**config.mk**
```make
export PLATFORM = sky130hd
export DESIGN_NAME = srfs_supervisor
export DESIGN_NICKNAME = d
export VERILOG_FILES = /design/src/core/srfs_pkg.sv /design/src/core/srfs_supervisor.sv
export SDC_FILE = /design/constraint.sdc
export NUM_CORES = 1
export LEC_CHECK = 0
export BUFFER_PORTS_ARGS = -buffer_cell sky130_fd_sc_hd__buf_4
export CAP_MARGIN = 30
export CORE_ASPECT_RATIO = 1.2
export CORE_MARGIN = 3
export CORE_UTILIZATION = 61
export CTS_CLUSTER_SIZE = 20
export DETAILED_ROUTE_END_ITERATION = 12
export PLACE_DENSITY = 0.81
export SYNTH_ARGS = -nofsm -noshare
export SYNTH_HDL_FRONTEND = slang
export SYNTH_SLANG_ARGS = --single-unit
```
**constraint.sdc**
```tcl
create_clock -name pclk -period 4.11 [get_ports pclk]
set_input_delay 0.2055 -clock pclk [delete_from_list [all_inputs] [get_ports pclk]]
set_output_delay 0.2055 -clock pclk [all_outputs]
set_load 0.005 [all_outputs]
```
**src/core/srfs_pkg.sv**
```systemverilog
// constants, carriers and state record for the supply rail fault supervisor
`default_nettype none
package srfs_pkg;
	localparam int unsigned CLK_HZ         = 250_000_000;
	localparam int unsigned CLK_MHZ        = CLK_HZ / 1_000_000;
	localparam int unsigned DGL_US         = 25;
	localparam int unsigned DGL_CYC        = DGL_US * CLK_MHZ;
	localparam int unsigned BLANK_MS       = 2;
	localparam int unsigned BLANK_CYC      = BLANK_MS * 1000 * CLK_MHZ;
	localparam int unsigned FRAME_CRC_US   = 2;
	localparam int unsigned FRAME_CRC_CYC  = FRAME_CRC_US * CLK_MHZ;
	localparam int unsigned NVM_PERIOD_MS  = 2;
	localparam int unsigned NVM_PERIOD_CYC = NVM_PERIOD_MS * 1000 * CLK_MHZ;
	localparam int unsigned BIST_CELL_VOLTAGE_WINDOW_US   = 4500;
	localparam int unsigned BIST_CELL_VOLTAGE_WINDOW_CYC  = BIST_CELL_VOLTAGE_WINDOW_US * CLK_MHZ;
	localparam int unsigned BIST_CELL_TEMP_WINDOW_US   = 2400;
	localparam int unsigned BIST_CELL_TEMP_WINDOW_CYC  = BIST_CELL_TEMP_WINDOW_US * CLK_MHZ;
	localparam int unsigned LFO_FMIN_HZ    = 196_500;
	localparam int unsigned LFO_FMAX_HZ    = 327_500;
	// shortest legal period rounds up, longest rounds down
	localparam int unsigned LFO_MIN_CYC    = (CLK_HZ + LFO_FMAX_HZ - 1) / LFO_FMAX_HZ;
	localparam int unsigned LFO_MAX_CYC    = CLK_HZ / LFO_FMIN_HZ;
	localparam int unsigned CELL_VOLTAGE_WINDOW_STEPS     = 12;
	localparam int unsigned CELL_TEMP_WINDOW_STEPS     = 6;
	localparam logic [7:0]  CRC_POLY       = 8'h07;

	localparam int unsigned TMR_W  = 24;
	localparam int unsigned DGL_W  = 16;
	localparam int unsigned LFO_W  = 12;
	localparam int unsigned NVM_AW = 4;
	localparam int unsigned NCH    = 22;

	localparam logic [7:0] REG_CONTROL_B = 8'h00;
	localparam logic [7:0] REG_SUPPLY    = 8'h04;
	localparam logic [7:0] REG_SYS_B     = 8'h08;
	localparam logic [7:0] REG_SYS_C     = 8'h0C;
	localparam logic [7:0] REG_STATUS    = 8'h10;
	localparam int unsigned CTRL_BIAS_EN = 0;
	localparam int unsigned CTRL_ST_EN   = 1;

	typedef struct packed {
		logic arail_ov, arail_uv, xrail_ov, core_ov, core_por, bias_ov, bias_uv, aref_uv;
		logic aon_ov, aon_uv, aon_sw, tshut, xgnd_open, cgnd_open, arail_osc, bias_osc;
		logic mref_osc, bal_pin, sense_low, cvw_st, ctw_st, bdc_st;
	} srfs_cmp_t;

	typedef struct packed {
		logic bias_uv, bias_ov, core_ov, xrail_ov, arail_uv_rst, arail_ov;
	} srfs_flt_a_t;

	typedef struct packed {
		logic frame_crc_err, nvm_crc_err, mref_osc, bias_osc, arail_osc, cgnd_open, xgnd_open;
	} srfs_flt_b_t;

	typedef struct packed {
		logic bdc_st_fail, ctw_st_fail, cvw_st_fail, tshut, aon_sw, aon_uv, aon_ov, aref_uv, slow_osc;
	} srfs_flt_c_t;

	typedef struct packed {
		logic [NCH-1:0][DGL_W-1:0] dcnt;
		srfs_cmp_t                 dgl;
		logic [1:0]                ctrl;
		srfs_flt_a_t               flt_a;
		srfs_flt_b_t               flt_b;
		srfs_flt_c_t               flt_c;
		logic [31:0]               prdata;
		logic [TMR_W-1:0]          blank_cnt;
		logic                      lfo_q;
		logic                      lfo_seen;
		logic [LFO_W-1:0]          lfo_cnt;
		logic [TMR_W-1:0]          bist_cnt;
		logic [3:0]                cell_voltage_window_idx;
		logic [2:0]                cell_temp_window_idx;
		logic                      pwr_dn;
		logic                      drst;
		logic                      frame_done;
		logic                      frame_ok;
		logic [TMR_W-1:0]          nvm_tmr;
		logic                      nvm_busy;
		logic [NVM_AW-1:0]         nvm_addr;
		logic [7:0]                nvm_crc;
	} srfs_state_t;
endpackage : srfs_pkg
`default_nettype wire

```
**src/core/srfs_supervisor.sv**
```systemverilog
// supply rail fault supervisor: deglitch, blanking, fault flags, oscillator and checksum checks
//
// Local design decisions: the address map and the APB interface to the registers.
`default_nettype none
module srfs_supervisor #(
	parameter int unsigned DGL_CYC        = srfs_pkg::DGL_CYC,
	parameter int unsigned BLANK_CYC      = srfs_pkg::BLANK_CYC,
	parameter int unsigned NVM_PERIOD_CYC = srfs_pkg::NVM_PERIOD_CYC,
	parameter int unsigned BIST_CELL_VOLTAGE_WINDOW_CYC  = srfs_pkg::BIST_CELL_VOLTAGE_WINDOW_CYC,
	parameter int unsigned BIST_CELL_TEMP_WINDOW_CYC  = srfs_pkg::BIST_CELL_TEMP_WINDOW_CYC,
	parameter int unsigned CELL_VOLTAGE_WINDOW_STEPS     = srfs_pkg::CELL_VOLTAGE_WINDOW_STEPS,
	parameter int unsigned CELL_TEMP_WINDOW_STEPS     = srfs_pkg::CELL_TEMP_WINDOW_STEPS
) (
	input  wire logic                        pclk,
	input  wire logic                        presetn,
	input  wire logic                        psel,
	input  wire logic                        penable,
	input  wire logic                        pwrite,
	input  wire logic [7:0]                  paddr,
	input  wire logic [31:0]                 pwdata,
	output logic [31:0]                      prdata,
	output logic                             pready,
	output logic                             pslverr,
	input  wire srfs_pkg::srfs_cmp_t         cmp,
	input  wire logic                        core_below_reset,
	input  wire logic                        lfo_clk,
	input  wire logic                        frame_valid,
	input  wire logic [63:0]                 frame_data,
	input  wire logic [7:0]                  frame_crc,
	output logic                             frame_done,
	output logic                             frame_ok,
	output logic [srfs_pkg::NVM_AW-1:0]      nvm_addr,
	input  wire logic [15:0]                 nvm_data,
	input  wire logic [7:0]                  nvm_ref_crc,
	output logic                             power_down,
	output logic                             digital_reset,
	output logic                             bias_ref_enable,
	output logic                             ctw_suspend,
	output logic                             bal_pin_filt,
	output logic                             sense_low_filt,
	output logic [3:0]                       cell_voltage_window_sel,
	output logic [2:0]                       cell_temp_window_sel,
	output logic                             bist_active
);
	localparam int CRC_MAX = srfs_pkg::FRAME_CRC_CYC;

	srfs_pkg::srfs_state_t s_q, s_d;
	srfs_pkg::srfs_cmp_t   gate, dglv;
	srfs_pkg::srfs_flt_a_t set_a, clr_a;
	srfs_pkg::srfs_flt_b_t set_b, clr_b;
	srfs_pkg::srfs_flt_c_t set_c, clr_c;
	logic [srfs_pkg::NCH-1:0] act;
	logic [31:0]              rd_mux;
	logic                     setup, wr, hit;
	logic                     sel_ctrl, sel_a, sel_b, sel_c, sel_stat;
	logic                     bias_en, st_en, blanking, cell_voltage_window_done, cell_temp_window_done;
	logic                     lfo_tick, lfo_bad, nvm_fail;
	logic [7:0]               nvm_next;

	// bitwise crc over the low nbytes of data, lsb first
	function automatic logic [7:0] crc8_fold(input logic [7:0] init, input logic [63:0] data,
			input int unsigned nbytes);
		logic [7:0] c;
		logic       fb;
		c = init;
		for (int i = 0; i < 64; i++) begin
			fb = c[7] ^ data[i];
			if (i < 8 * nbytes) begin
				c = {c[6:0], 1'b0} ^ (fb ? srfs_pkg::CRC_POLY : 8'h00);
			end
		end
		return c;
	endfunction : crc8_fold

	always_comb begin
		s_d = s_q;

		// register bus decode; zero wait states so pready is constant
		setup    = psel && !penable;
		wr       = psel && penable && pwrite;
		sel_ctrl = paddr[7:2] == srfs_pkg::REG_CONTROL_B[7:2];
		sel_a    = paddr[7:2] == srfs_pkg::REG_SUPPLY[7:2];
		sel_b    = paddr[7:2] == srfs_pkg::REG_SYS_B[7:2];
		sel_c    = paddr[7:2] == srfs_pkg::REG_SYS_C[7:2];
		sel_stat = paddr[7:2] == srfs_pkg::REG_STATUS[7:2];
		hit      = sel_ctrl || sel_a || sel_b || sel_c || sel_stat;

		bias_en   = s_q.ctrl[srfs_pkg::CTRL_BIAS_EN];
		st_en     = s_q.ctrl[srfs_pkg::CTRL_ST_EN];
		blanking  = !bias_en || (s_q.blank_cnt != srfs_pkg::TMR_W'(BLANK_CYC));
		cell_voltage_window_done = s_q.bist_cnt >= srfs_pkg::TMR_W'(BIST_CELL_VOLTAGE_WINDOW_CYC);
		cell_temp_window_done = s_q.bist_cnt >= srfs_pkg::TMR_W'(BIST_CELL_TEMP_WINDOW_CYC);

		if (wr && sel_ctrl) begin
			s_d.ctrl = pwdata[1:0];
		end

		// bias reference blanking restarts on every enable
		if (!bias_en) begin
			s_d.blank_cnt = '0;
		end else if (blanking) begin
			s_d.blank_cnt = s_q.blank_cnt + 1'b1;
		end

		// channels masked here never start their deglitch count
		gate        = '1;
		gate.bias_ov = !blanking;
		gate.bias_uv = !blanking;
		gate.ctw_st  = st_en && !blanking && !cell_temp_window_done;
		gate.cvw_st  = st_en && !cell_voltage_window_done;
		gate.bdc_st  = st_en && !cell_voltage_window_done;
		act = gate & cmp;

		// every channel must hold steadily for the full deglitch time
		for (int i = 0; i < srfs_pkg::NCH; i++) begin
			if (!act[i]) begin
				s_d.dcnt[i] = '0;
			end else if (s_q.dcnt[i] != srfs_pkg::DGL_W'(DGL_CYC)) begin
				s_d.dcnt[i] = s_q.dcnt[i] + 1'b1;
			end
			dglv[i] = s_d.dcnt[i] == srfs_pkg::DGL_W'(DGL_CYC);
		end
		s_d.dgl = dglv;

		// power down is terminal until the next power-on reset
		s_d.pwr_dn = s_q.pwr_dn || s_q.dgl.core_por || s_q.dgl.tshut || s_q.dgl.aon_uv;
		s_d.drst   = s_q.dgl.arail_uv || core_below_reset;

		// slow oscillator period check in core clock cycles
		s_d.lfo_q = lfo_clk;
		lfo_tick  = lfo_clk && !s_q.lfo_q;
		lfo_bad   = 1'b0;
		if (lfo_tick) begin
			s_d.lfo_cnt  = '0;
			s_d.lfo_seen = 1'b1;
			lfo_bad = s_q.lfo_seen && ((s_q.lfo_cnt + 1'b1) < srfs_pkg::LFO_W'(srfs_pkg::LFO_MIN_CYC));
			lfo_bad = lfo_bad || (s_q.lfo_seen && s_q.lfo_cnt >= srfs_pkg::LFO_W'(srfs_pkg::LFO_MAX_CYC));
		end else if (s_q.lfo_cnt != srfs_pkg::LFO_W'(srfs_pkg::LFO_MAX_CYC)) begin
			s_d.lfo_cnt = s_q.lfo_cnt + 1'b1;
		end else begin
			lfo_bad = 1'b1;
		end

		// self-test round-robins advance on slow oscillator edges
		if (!cell_voltage_window_done) begin
			s_d.bist_cnt = s_q.bist_cnt + 1'b1;
		end
		if (lfo_tick && st_en && !cell_voltage_window_done) begin
			s_d.cell_voltage_window_idx = (s_q.cell_voltage_window_idx == 4'(CELL_VOLTAGE_WINDOW_STEPS - 1)) ? 4'h0 : s_q.cell_voltage_window_idx + 1'b1;
		end
		if (lfo_tick && st_en && !cell_temp_window_done) begin
			s_d.cell_temp_window_idx = (s_q.cell_temp_window_idx == 3'(CELL_TEMP_WINDOW_STEPS - 1)) ? 3'h0 : s_q.cell_temp_window_idx + 1'b1;
		end

		// single-cycle frame check, far inside its time budget
		s_d.frame_done = frame_valid;
		s_d.frame_ok   = crc8_fold(8'h00, frame_data, 8) == frame_crc;

		// periodic memory checksum walk, one word per cycle
		nvm_fail = 1'b0;
		nvm_next = crc8_fold(s_q.nvm_crc, {48'h0, nvm_data}, 2);
		if (s_q.nvm_busy) begin
			s_d.nvm_crc  = nvm_next;
			s_d.nvm_addr = s_q.nvm_addr + 1'b1;
			if (s_q.nvm_addr == '1) begin
				s_d.nvm_busy = 1'b0;
				nvm_fail     = nvm_next != nvm_ref_crc;
			end
		end
		if (s_q.nvm_tmr == srfs_pkg::TMR_W'(NVM_PERIOD_CYC - 1)) begin
			s_d.nvm_tmr  = '0;
			s_d.nvm_busy = 1'b1;
			s_d.nvm_addr = '0;
			s_d.nvm_crc  = 8'h00;
		end else begin
			s_d.nvm_tmr = s_q.nvm_tmr + 1'b1;
		end

		set_a.arail_ov     = s_q.dgl.arail_ov;
		set_a.arail_uv_rst = s_q.dgl.arail_uv;
		set_a.xrail_ov     = s_q.dgl.xrail_ov;
		set_a.core_ov      = s_q.dgl.core_ov;
		set_a.bias_ov      = s_q.dgl.bias_ov;
		set_a.bias_uv      = s_q.dgl.bias_uv;
		set_b.xgnd_open     = s_q.dgl.xgnd_open;
		set_b.cgnd_open     = s_q.dgl.cgnd_open;
		set_b.arail_osc     = s_q.dgl.arail_osc;
		set_b.bias_osc      = s_q.dgl.bias_osc;
		set_b.mref_osc      = s_q.dgl.mref_osc;
		set_b.nvm_crc_err   = nvm_fail;
		set_b.frame_crc_err = s_q.frame_done && !s_q.frame_ok;
		set_c.slow_osc    = lfo_bad;
		set_c.aref_uv     = s_q.dgl.aref_uv;
		set_c.aon_ov      = s_q.dgl.aon_ov;
		set_c.aon_uv      = s_q.dgl.aon_uv;
		set_c.aon_sw      = s_q.dgl.aon_sw;
		set_c.tshut       = s_q.dgl.tshut;
		set_c.cvw_st_fail = s_q.dgl.cvw_st;
		set_c.ctw_st_fail = s_q.dgl.ctw_st;
		set_c.bdc_st_fail = s_q.dgl.bdc_st;

		// write one to clear; a new event in the same cycle wins
		clr_a = (wr && sel_a) ? pwdata[$bits(clr_a)-1:0] : '0;
		clr_b = (wr && sel_b) ? pwdata[$bits(clr_b)-1:0] : '0;
		clr_c = (wr && sel_c) ? pwdata[$bits(clr_c)-1:0] : '0;
		s_d.flt_a = (s_q.flt_a & ~clr_a) | set_a;
		s_d.flt_b = (s_q.flt_b & ~clr_b) | set_b;
		s_d.flt_c = (s_q.flt_c & ~clr_c) | set_c;

		unique case (1'b1)
			sel_ctrl: rd_mux = {30'h0, s_q.ctrl};
			sel_a:    rd_mux = {26'h0, s_q.flt_a};
			sel_b:    rd_mux = {25'h0, s_q.flt_b};
			sel_c:    rd_mux = {23'h0, s_q.flt_c};
			sel_stat: rd_mux = {5'h0, s_q.drst, s_q.pwr_dn, cell_temp_window_done, cell_voltage_window_done, blanking, s_q.dgl};
			default:  rd_mux = 32'h0;
		endcase
		// read data captured in setup so it is stable through the access phase
		if (setup) begin
			s_d.prdata = pwrite ? 32'h0 : rd_mux;
		end
	end

	always_ff @(posedge pclk or negedge presetn) begin
		if (!presetn) begin
			s_q <= '0;
		end else begin
			s_q <= s_d;
		end
	end

	assign prdata          = s_q.prdata;
	assign pready          = 1'b1;
	assign pslverr         = psel && penable && !hit;
	assign frame_done      = s_q.frame_done;
	assign frame_ok        = s_q.frame_ok;
	assign nvm_addr        = s_q.nvm_addr;
	assign power_down      = s_q.pwr_dn;
	assign digital_reset   = s_q.drst;
	assign bias_ref_enable = s_q.ctrl[srfs_pkg::CTRL_BIAS_EN];
	assign ctw_suspend     = blanking;
	assign bal_pin_filt    = s_q.dgl.bal_pin;
	assign sense_low_filt  = s_q.dgl.sense_low;
	assign cell_voltage_window_sel        = s_q.cell_voltage_window_idx;
	assign cell_temp_window_sel        = s_q.cell_temp_window_idx;
	assign bist_active     = st_en && !cell_voltage_window_done;

	// run length of the gated bias overvoltage input, for checking only
	logic [srfs_pkg::TMR_W-1:0] bias_run_q;
	always_ff @(posedge pclk or negedge presetn) begin
		if (!presetn) begin
			bias_run_q <= '0;
		end else begin
			bias_run_q <= act[16] ? bias_run_q + 1'b1 : '0;
		end
	end
endmodule : srfs_supervisor
`default_nettype wire

```
==> impl_metrics.yaml, run 1 <==
outcome:
  status: "finished, final reports clean"
drt:
  avgRoutedWirePerCell_um: 17.1
  antenna_left: 0
  wirelength_mm: 67.0
  drtIter0Drc: 1861
  num_vias: 22614
  first_pass_iters: 5
  drc: 0
  avgViaCountPerCell: 5.77
power:
  p_leak_uw: 0.0155
  power.density_nw_per_um2: 790
  ir_drop_v: 0.00661
critical_path:
  cp.arrival_ns: 3.54
  slowest_delay_ns: 0.51
  path_cells: "o41a_1, o21a_1, o21a_1, o21ai_0, nand2_1, a2111o_1, a2111oi_0, and2_0, buf_4"
  worst-endpoint-required_ns: 3.90
  worstSetupStartpointType: "flip-flop"
  cp_max_fo: 5
  cp_slowest_cell: "a2111oi_0"
  cp_common_cell: "o21a_1"
  worstSetupPathType: "reg2out"
  endpoint_kind: "primary output"
  worst-path-buf-inv: 1
  reg2reg_from: "s_q[54]"
  crit_path_start: "s_q[54]"
  worst_path_dominant_cell_family: "compound AO/OA/AOI/OAI gates"
synth:
  synth.top_cell.area_share: 0.438
  synth-seq-cells: 535
  synth_area_leaders: "dfrtp_1 (44%), xnor2_1 (9.0%), xor2_1 (4.9%), and2_1 (3.3%), xnor3_1 (3.3%)"
  avgSynthCellArea_um2: 10.1
  synth.most_common_cell: "dfrtp_1"
  synth_area_leader_cell: "dfrtp_1"
  synth_cells: 3022
  synth_ff_type: "dfrtp_1"
  synth_edf_count: 0
  synth.distinct_cells: 77
  yosysWarnings: 0
  syn_area_um2: 30500
  async_flop_share: 1.00
  ys_seq_area_frac: 0.438
  synth_common_cells: "dfrtp_1 (535), xnor2_1 (315), nand2_1 (260)"
cts:
  numCtsBuffers: 53
  htreeDepth: 2
  cts_setup_buffers: 0
  clk_pin_slew_ns: 0.07
  cts_sinks: 535
  worst_skew_pair.late_latency_ns: 0.61
  cts_tree: "yes"
  ctsRootBufferMaster: "clkbuf_16"
  cts.path.max_buffers: 3
timing:
  setup_ws_ns: 0.368
  fin_crit_sh: 0.910
  slew_violations: 0
  max_slew_margin: 0.323
  max_freq_mhz: 267
  worst_pin_slew_ns: 1.01
  setup_violations: 0
  min_period_ns: 3.74
  rsz0062_at_grt: "no"
  clock-skew-final_ns: 0.0306
  final_hold_viol_count: 0
placed_design:
  hpwl_mm: 47.8
  place_congestion: 0.887
  place_worst_setup_slack_ns: -0.0649
  placement.io_buffers: 188
global_route:
  grt_pass1_wl_mm: 114
  grt_usage: 0.257
  grt_max_degree: 124
  grt_pass1_vias: 23425
  antenna_found_initial: 1
  gr-total-overflow: 0
floorplanning:
  ioPinCount: 220
  start_util: 0.619
  coreArea_um2: 49300
  rows: 89
  die_x_um: 210
  die_y_um: 251
  dieArea_um2: 52800
layout:
  nets: 3457
  fin_util: 0.706
  drive_gt1_frac: 0.120
  syn2layout_area_growth_pct: 14.0
flow_run:
  maxCapViolations: 0
hold_path:
  hold_path.class: "in2reg"
  min_from: "cmp[1]"
area by class of cell:
cell class / count / area [um2]
well taps: 637 / 797
clock buffers: 65 / 1440
repair buffers: 266 / 2150
fillers: 3543 / 14500
inverters: 67 / 251
multi-input cells: 2315 / 16400
clock inverters: 34 / 449
diodes: 1 / 2.50
flip-flops and latches: 535 / 13400
cell usage in the layout, fill, tap and decap left out, types with 44 or more instances in the layout:
master,synthesis,final
a21boi_0,48,48
and2_1,162,162
and3_1,73,73
buf_4,44,230
clkbuf_16,0,55
dfrtp_1,535,535
ha_1,53,53
inv_1,65,65
nand2_1,260,260
nand3_1,180,180
nand4_1,75,75
nor2_1,248,248
nor2b_1,79,79
nor3_1,87,86
nor4b_1,44,44
o21ai_0,60,60
or3_1,44,44
xnor2_1,315,315
xnor3_1,45,45
xor2_1,171,171
per-layer routing:
layer | share of wire | GRT usage | vias to the layer above | wire (um)
li1 | - | - | 10802 | -
met1 | 0.41 | 0.325 | 11153 | 27800
met2 | 0.52 | 0.460 | 532 | 34700
met3 | 0.041 | 0.0368 | 127 | 2770
met4 | 0.026 | 0.0748 | 0 | 1740
met5 | 0 | 0 | - | 0
what timing repair did:
item,CTS,global route
hold buffers,30,0
resized for setup,0,0
hold endpoints to repair,392,0
sequential cells by signal, summed over array words and instances, names as in the netlist:
signal,count
nvm_addr,4
frame_done,1
bal_pin_filt,1
cell_temp_window_sel,3
power_down,1
bias_ref_enable,1
frame_ok,1
sense_low_filt,1
prdata,27
s_q,490
cell_voltage_window_sel,4
digital_reset,1
through the flow:
stage                     instances  hold slack (ns)  TNS [ns]  cell area, um2  power, uW
after floorplan                3026          -0.0901         0           30600      19200
after global placement         3789            0.315         0           32600      22100
after detailed placement       3789            0.318   -0.0649           32600      22300
after CTS                      3918           0.0600         0           34800      27600
after global routing           3920            0.109         0           34800      28500
final                          3920           0.0950         0           34800      27500
where the power goes:
group          internal [uW]  switching [uW]  total (uW)
Combinational           9850            7000       16800
Clock                   3080            2120        5210
Sequential              5350            97.8        5440
logic make-up (layout without fill, tap and decap cells):
| logic type | Yosys count | in the layout | share of synthesized area |
|---|---|---|---|
| simple gates | 1420 | 1420 | 0.250 |
| buf+inv | 176 | 432 | 0.0270 |
| fa+ha+maj | 54 | 54 | 0.0220 |
| flops | 535 | 535 | 0.438 |
| compound gates | 253 | 253 | 0.0573 |
| mux | 12 | 12 | 0.00418 |
| xor+xnor | 570 | 570 | 0.201 |
| other cells | 2 | 7 | 0.000246 |
worst paths after layout:
path / to / slack (ns) / cells after the start
max in group asynchronous: s_q[461] / 2.69 / 3
worst min register to register: s_q[69] / 0.41 / 0
worst max register to register: s_q[221] / 0.40 / 11
worst min-delay path: s_q[206] / 0.1 / 4
min in group asynchronous: s_q[256] / 0.27 / 2
worst max-delay path: bist_active / 0.37 / 9
worst min-delay path, cell delays in order:
cell	delay [ns]
buf_4	0.08
nand3_1	0.06
buf_4	0.20
nor2_1	0.11
(Power assumes the default switching activity.)
==> run 2: changes to the inputs <==
Settings changed: CTS_CLUSTER_DIAMETER set to 100, RECOVER_POWER set to 100.
==> run 2 against run 1 <==
Compared with the run above:
- global-route usage fell by 1.1 points
- sequential share of layout area rose by 1.4 points
- the flow now finishes with violations (max-capacitance violations, max-slew violations)
- critical path type unchanged
- register-to-register slack got worse by 0.09 ns
==> impl_metrics.yaml, run 2 (synthesis results as in run 1) <==
timing:
  final_hold_viol_count: 0
  setup_violations: 0
  setup_tns_ns: 0
  max_slew_margin: -1.08
  clock-skew-final_ns: 0.0163
  min_period_ns: 3.83
  fin_crit_sh: 0.932
  max_freq_mhz: 261
  worst_pin_slew_ns: 3.12
  slew_violations: 120
  holdWs_ns: 0.107
  rsz0062_at_grt: "no"
placed_design:
  place_congestion: 0.887
  placed_cell_area_um2: 32600
  hpwl_mm: 47.8
  placement.io_buffers: 188
  dp_cells: 3789
critical_path:
  cp_slowest_cell: "a2111oi_0"
  cp_common_cell: "o21a_1"
  rr_worst_depth: 11
  worstSetupStartpointType: "flip-flop"
  worst_path_dominant_cell_family: "compound AO/OA/AOI/OAI gates"
  crit_cells: 9
  slowest_delay_ns: 0.56
  cp_max_fo: 5
  worst-endpoint-required_ns: 3.90
  cp.arrival_ns: 3.62
  worstSetupPathType: "reg2out"
  worst-path-buf-inv: 1
  endpoint_kind: "primary output"
  path_cells: "o41a_1, o21a_1, o21a_1, o21ai_0, nand2_1, a2111o_1, a2111oi_0, and2_0, clkbuf_4"
power:
  total_power_uw: 25200
  ir_drop_v: 0.00661
  p_comb_frac: 0.667
  p_clk_frac: 0.118
  power.density_nw_per_um2: 752
  switching_share: 0.346
  p_int_uw: 16500
  p_leak_uw: 0.0147
  p_sw_uw: 8730
  power_frac_seq: 0.215
cts:
  cts_tree: "yes"
  hold_buffers: 30
  cts_sinks: 535
  ctsRootBufferMaster: "clkbuf_16"
  clk_pin_slew_ns: 0.08
  htreeDepth: 1
  cts_resized: 0
  cts_setup_buffers: 0
  worst_skew_pair.late_latency_ns: 0.59
  cts.path.max_buffers: 3
  numCtsBuffers: 30
floorplanning:
  ioPinCount: 220
  die_x_um: 210
  coreArea_um2: 49300
  start_util: 0.619
  die_y_um: 251
  dieArea_um2: 52800
  rows: 89
hold_path:
  hold_path.class: "in2reg"
  hold_depth: 3
drt:
  antenna_left: 0
  num_vias: 22295
  drtIter0Drc: 1688
  avgViaCountPerCell: 5.79
  wirelength_mm: 65.2
  first_pass_iters: 6
  avgRoutedWirePerCell_um: 16.9
  drc: 0
outcome:
  status: "finished with violations"
  violations: "max-capacitance violations, max-slew violations"
global_route:
  gr-total-overflow: 0
  grt_pass1_wl_mm: 110
  grt_max_degree: 124
  antenna_found_initial: 0
  grt_usage: 0.246
  grt_pass1_vias: 22896
flow_run:
  maxCapViolations: 1
layout:
  final_cell_count_no_fill: 3852
  n_antenna_cell: 0
  top_register: "s_q"
  drive_gt1_frac: 0.0939
  regArea_um2: 13400
  fill_cells: 3744
  nets: 3434
  largest_register_ffs: 490
  layout_commonest_cell: "dfrtp_1"
  multiInputGateArea_um2: 16300
  syn2layout_area_growth_pct: 9.94
  layout_common_cells: "dfrtp_1 (535), xnor2_1 (315), nand2_1 (260), nor2_1 (248), nand3_1 (180)"
  fin_area_um2: 33600
## run 2: changes by cell type in the layout (fill, tap and decap cells not counted), moves of 11 or more
cell,before,now
clkbuf_4,0,32
clkbuf_1,6,27
clkbuf_16,55,31
buf_4,230,168
clkinv_2,11,0
and2_0,2,150
and2_1,162,14
## run 2: layer usage
layer / global-route usage / up-vias / routed length, um
met2: 0.447 / 493 / 33800
li1: - / 10709 / -
met3: 0.0251 / 105 / 2780
met1: 0.318 / 10988 / 27200
met4: 0.0599 / 0 / 1420
met5: 0 / - / 0
## run 2: tightest hold or removal path: cells and delay by family
family          cells  cell delay (ns)
compound gates      1             0.09
buf+inv             2             0.36
## run 2: worst paths after layout
path / endpoint / start / slack, ns
max: bist_active / s_q[54] / 0.28
min: s_q[245] / cmp[3] / 0.11
max reg2reg: s_q[221] / s_q[54] / 0.31
min reg2reg: s_q[69] / s_q[69] / 0.41
max in group asynchronous: s_q[462] / presetn / 0.75
min in group asynchronous: s_q[257] / presetn / 1.10
## run 2: through the flow
step                worst slack, ns  utilization
global route                 0.0663        0.681
CTS                           0.289        0.683
global placement             0.0306        0.661
floorplan                     0.153            -
finish                        0.280        0.681
detailed placement          -0.0649        0.661
## run 2: final cells by class
type / instances / area share
Timing Repair Buffer: 266 / 0.0598
Clock buffer: 31 / 0.0231
Inverter: 67 / 0.00749
Sequential cell: 535 / 0.399
Tap cell: 637 / 0.0237
Multi-Input combinational cell: 2315 / 0.487
Clock inverter: 1 / 0.000224
## run 2: power by group through the flow
stage                     combinational [uW]  sequential, uW  clock, uW
after global placement                 16600            5530          0
final                                  16800            5440       2970
after CTS                              16900            5440       3060
after floorplan                        13700            5510          0
after global routing                   17500            5450       3240
after detailed placement               16800            5540          0
==> run 3: changes to the inputs <==
Settings changed: ABC_AREA set to 1, CORE_UTILIZATION 61 to 62, PLACE_DENSITY 0.81 to 0.82.
==> run 3 against run 2 <==
Compared with the run above:
- the run ends with max-capacitance violations, max-slew violations, negative setup slack left
- total power down 21%
- clock power barely moved
- setup slack worse by 0.33 ns
- worst hold slack lost 0.041 ns
- wire length grew 11%
- first-iteration DRC count rose by 6.1%
- non-clock buffer count increased by 3
==> impl_metrics.yaml, run 3 <==
timing:
  holdWs_ns: 0.0669
  max_freq_mhz: 240
  worst_pin_slew_ns: 2.54
  min_period_ns: 4.16
  setup_tns_ns: -0.0506
  setup_violations: 1
  setup_ws_ns: -0.0506
  max_slew_margin: -0.697
  fin_crit_sh: 1.01
  slew_violations: 103
  final_hold_viol_count: 0
  clock-skew-final_ns: 0.0384
synth:
  synthXorXnorAreaFrac: 0.0506
  synth_edf_count: 0
  synth.top_cell.area_share: 0.423
  syn_area_um2: 31600
  synthAdderAreaFrac: 0.0210
  ys_seq_area_frac: 0.423
  async_flop_share: 1.00
  synth-seq-cells: 535
  synth_compound_area_frac: 0.0884
  synth_ff_type: "dfrtp_1"
  synth_area_leader_cell: "dfrtp_1"
  yosysWarnings: 0
  avgSynthCellArea_um2: 7.45
  synth_cells: 4247
  synth_top_family_by_area: "simple AND/OR/NAND/NOR gates"
  synth.distinct_cells: 50
  synth_area_leaders: "dfrtp_1 (42%), nand2_1 (8.9%), inv_1 (8.5%), nor2_1 (5.9%), nand3_1 (4.7%)"
  synth.most_common_cell: "nand2_1"
  synth-simple-area-share: 0.309
  muxShareOfSynthArea: 0.00285
  synth_common_cells: "nand2_1 (753), inv_1 (717), dfrtp_1 (535)"
drt:
  avgRoutedWirePerCell_um: 14.1
  drtIter0Drc: 1791
  wirelength_mm: 72.0
  num_vias: 27988
  antenna_left: 0
  drc: 0
  first_pass_iters: 6
  avgViaCountPerCell: 5.47
global_route:
  antenna_found_initial: 2
  grt_pass1_wl_mm: 113
  grt_pass1_vias: 25850
  gr-total-overflow: 0
  grt_usage: 0.244
  grt_max_degree: 105
placed_design:
  place_congestion: 0.873
  placement.io_buffers: 188
  hpwl_mm: 50.6
  placed_cell_area_um2: 33600
floorplanning:
  die_x_um: 212
  start_util: 0.629
  dieArea_um2: 53800
  coreArea_um2: 50300
  die_y_um: 253
  rows: 90
  ioPinCount: 220
layout:
  largest_register_ffs: 490
  layout_commonest_cell: "inv_1"
  fill_cells: 3863
  regArea_um2: 13400
  fin_area_um2: 36300
  drive_gt1_frac: 0.142
  nets: 4687
  syn2layout_area_growth_pct: 14.6
  multiInputGateArea_um2: 16300
  fin_util: 0.720
  top_register: "s_q"
  n_antenna_cell: 0
  layout_common_cells: "inv_1 (710), nand2_1 (609), dfrtp_1 (535), nor2_1 (491), nand3_1 (249)"
critical_path:
  worstSetupPathType: "in2reg"
  cp_common_cell: "nand2_1"
  endpoint_kind: "flip-flop"
  reg2reg_from: "bias_ref_enable"
  crit_path_start: "frame_data[6]"
  setup.worst_path.end: "frame_ok"
  cp_max_fo: 6
  r2r_slack_ns: 0.46
  rr_worst_depth: 13
  slowest_delay_ns: 0.55
  worst-endpoint-required_ns: 4.63
  cp_slowest_cell: "dlygate4sd3_1"
  r2r-end: "s_q[182]"
  cp.arrival_ns: 4.68
  worstSetupStartpointType: "primary input"
cts:
  cts.path.max_buffers: 3
  ctsRootBufferMaster: "clkbuf_16"
  cts_sinks: 535
  worst_skew_pair.late_latency_ns: 0.62
  cts_tree: "yes"
  numCtsBuffers: 30
  htreeDepth: 1
  clk_pin_slew_ns: 0.08
hold_path:
  hold_path.class: "in2reg"
outcome:
  violations: "max-capacitance violations, max-slew violations, negative setup slack"
  status: "finished with violations"
power:
  p_leak_uw: 0.0169
  ir_drop_v: 0.000863
  power.density_nw_per_um2: 549
  total_power_uw: 19900
flow_run:
  maxCapViolations: 1
==> run 3: what timing repair did <==
item,in CTS,in global routing
hold buffers,35,0
endpoints found under the hold margin,277,0
endpoints found under the setup margin,0,1
gates resized for setup,0,351
setup buffers,0,27
==> run 3: cell type report <==
cell class | count | area share
well taps | 644 | 0.0222
inverters | 753 | 0.0786
flip-flops and latches | 535 | 0.369
multi-input cells | 2879 | 0.450
clock inverters | 2 | 0.000656
clock buffers | 30 | 0.0207
repair buffers | 269 | 0.0580
==> run 3: power breakdown <==
part	internal [uW]	switching, uW
registers	5340	80.1
logic	4210	7320
clock network	1300	1650
total	10800	9050
==> run 3: through the flow <==
step	setup WS (ns)	std cells
2_1_floorplan	0.576	4251
4_1_cts	0.122	5085
6_report	-0.0506	5112
3_5_place_dp	0.0441	5018
3_3_place_gp	0.136	5018
5_1_grt	-0.280	5112
==> run 3: worst min path at each step <==
stage	from	end	slack, ns	cells after the start
after floorplan	presetn	bal_pin_filt	-0.09	0
after global placement	presetn	s_q[62]	0.31	1
after detailed placement	presetn	s_q[62]	0.31	1
after CTS	frame_crc[3]	frame_ok	0.02	7
after global routing	cmp[16]	s_q[446]	0.06	4
final	cmp[16]	s_q[446]	0.07	4
==> run 3: kinds of logic after synthesis <==
group | count (synthesis)
adders and majority gates | 53
muxes | 9
AOI/OAI and AO/OA | 509
and+or+nand+nor | 2120
buffers and inverters | 837
DFF | 535
other | 2
xor gates and xnor gates | 182
==> run 3: metal layers <==
layer  routed length, um  up-vias  track usage
met1               30300    13068        0.313
met3                2960      205       0.0279
met4                2410        4       0.0521
li1                    -    14032            -
met2               36300      679        0.448
met5                  27        -            0
==> run 3: critical path, delay by kind of cell <==
family / cells / cell delay (ns)
buffers and inverters: 7 / 1.08
AND/OR/NAND/NOR: 36 / 3.39
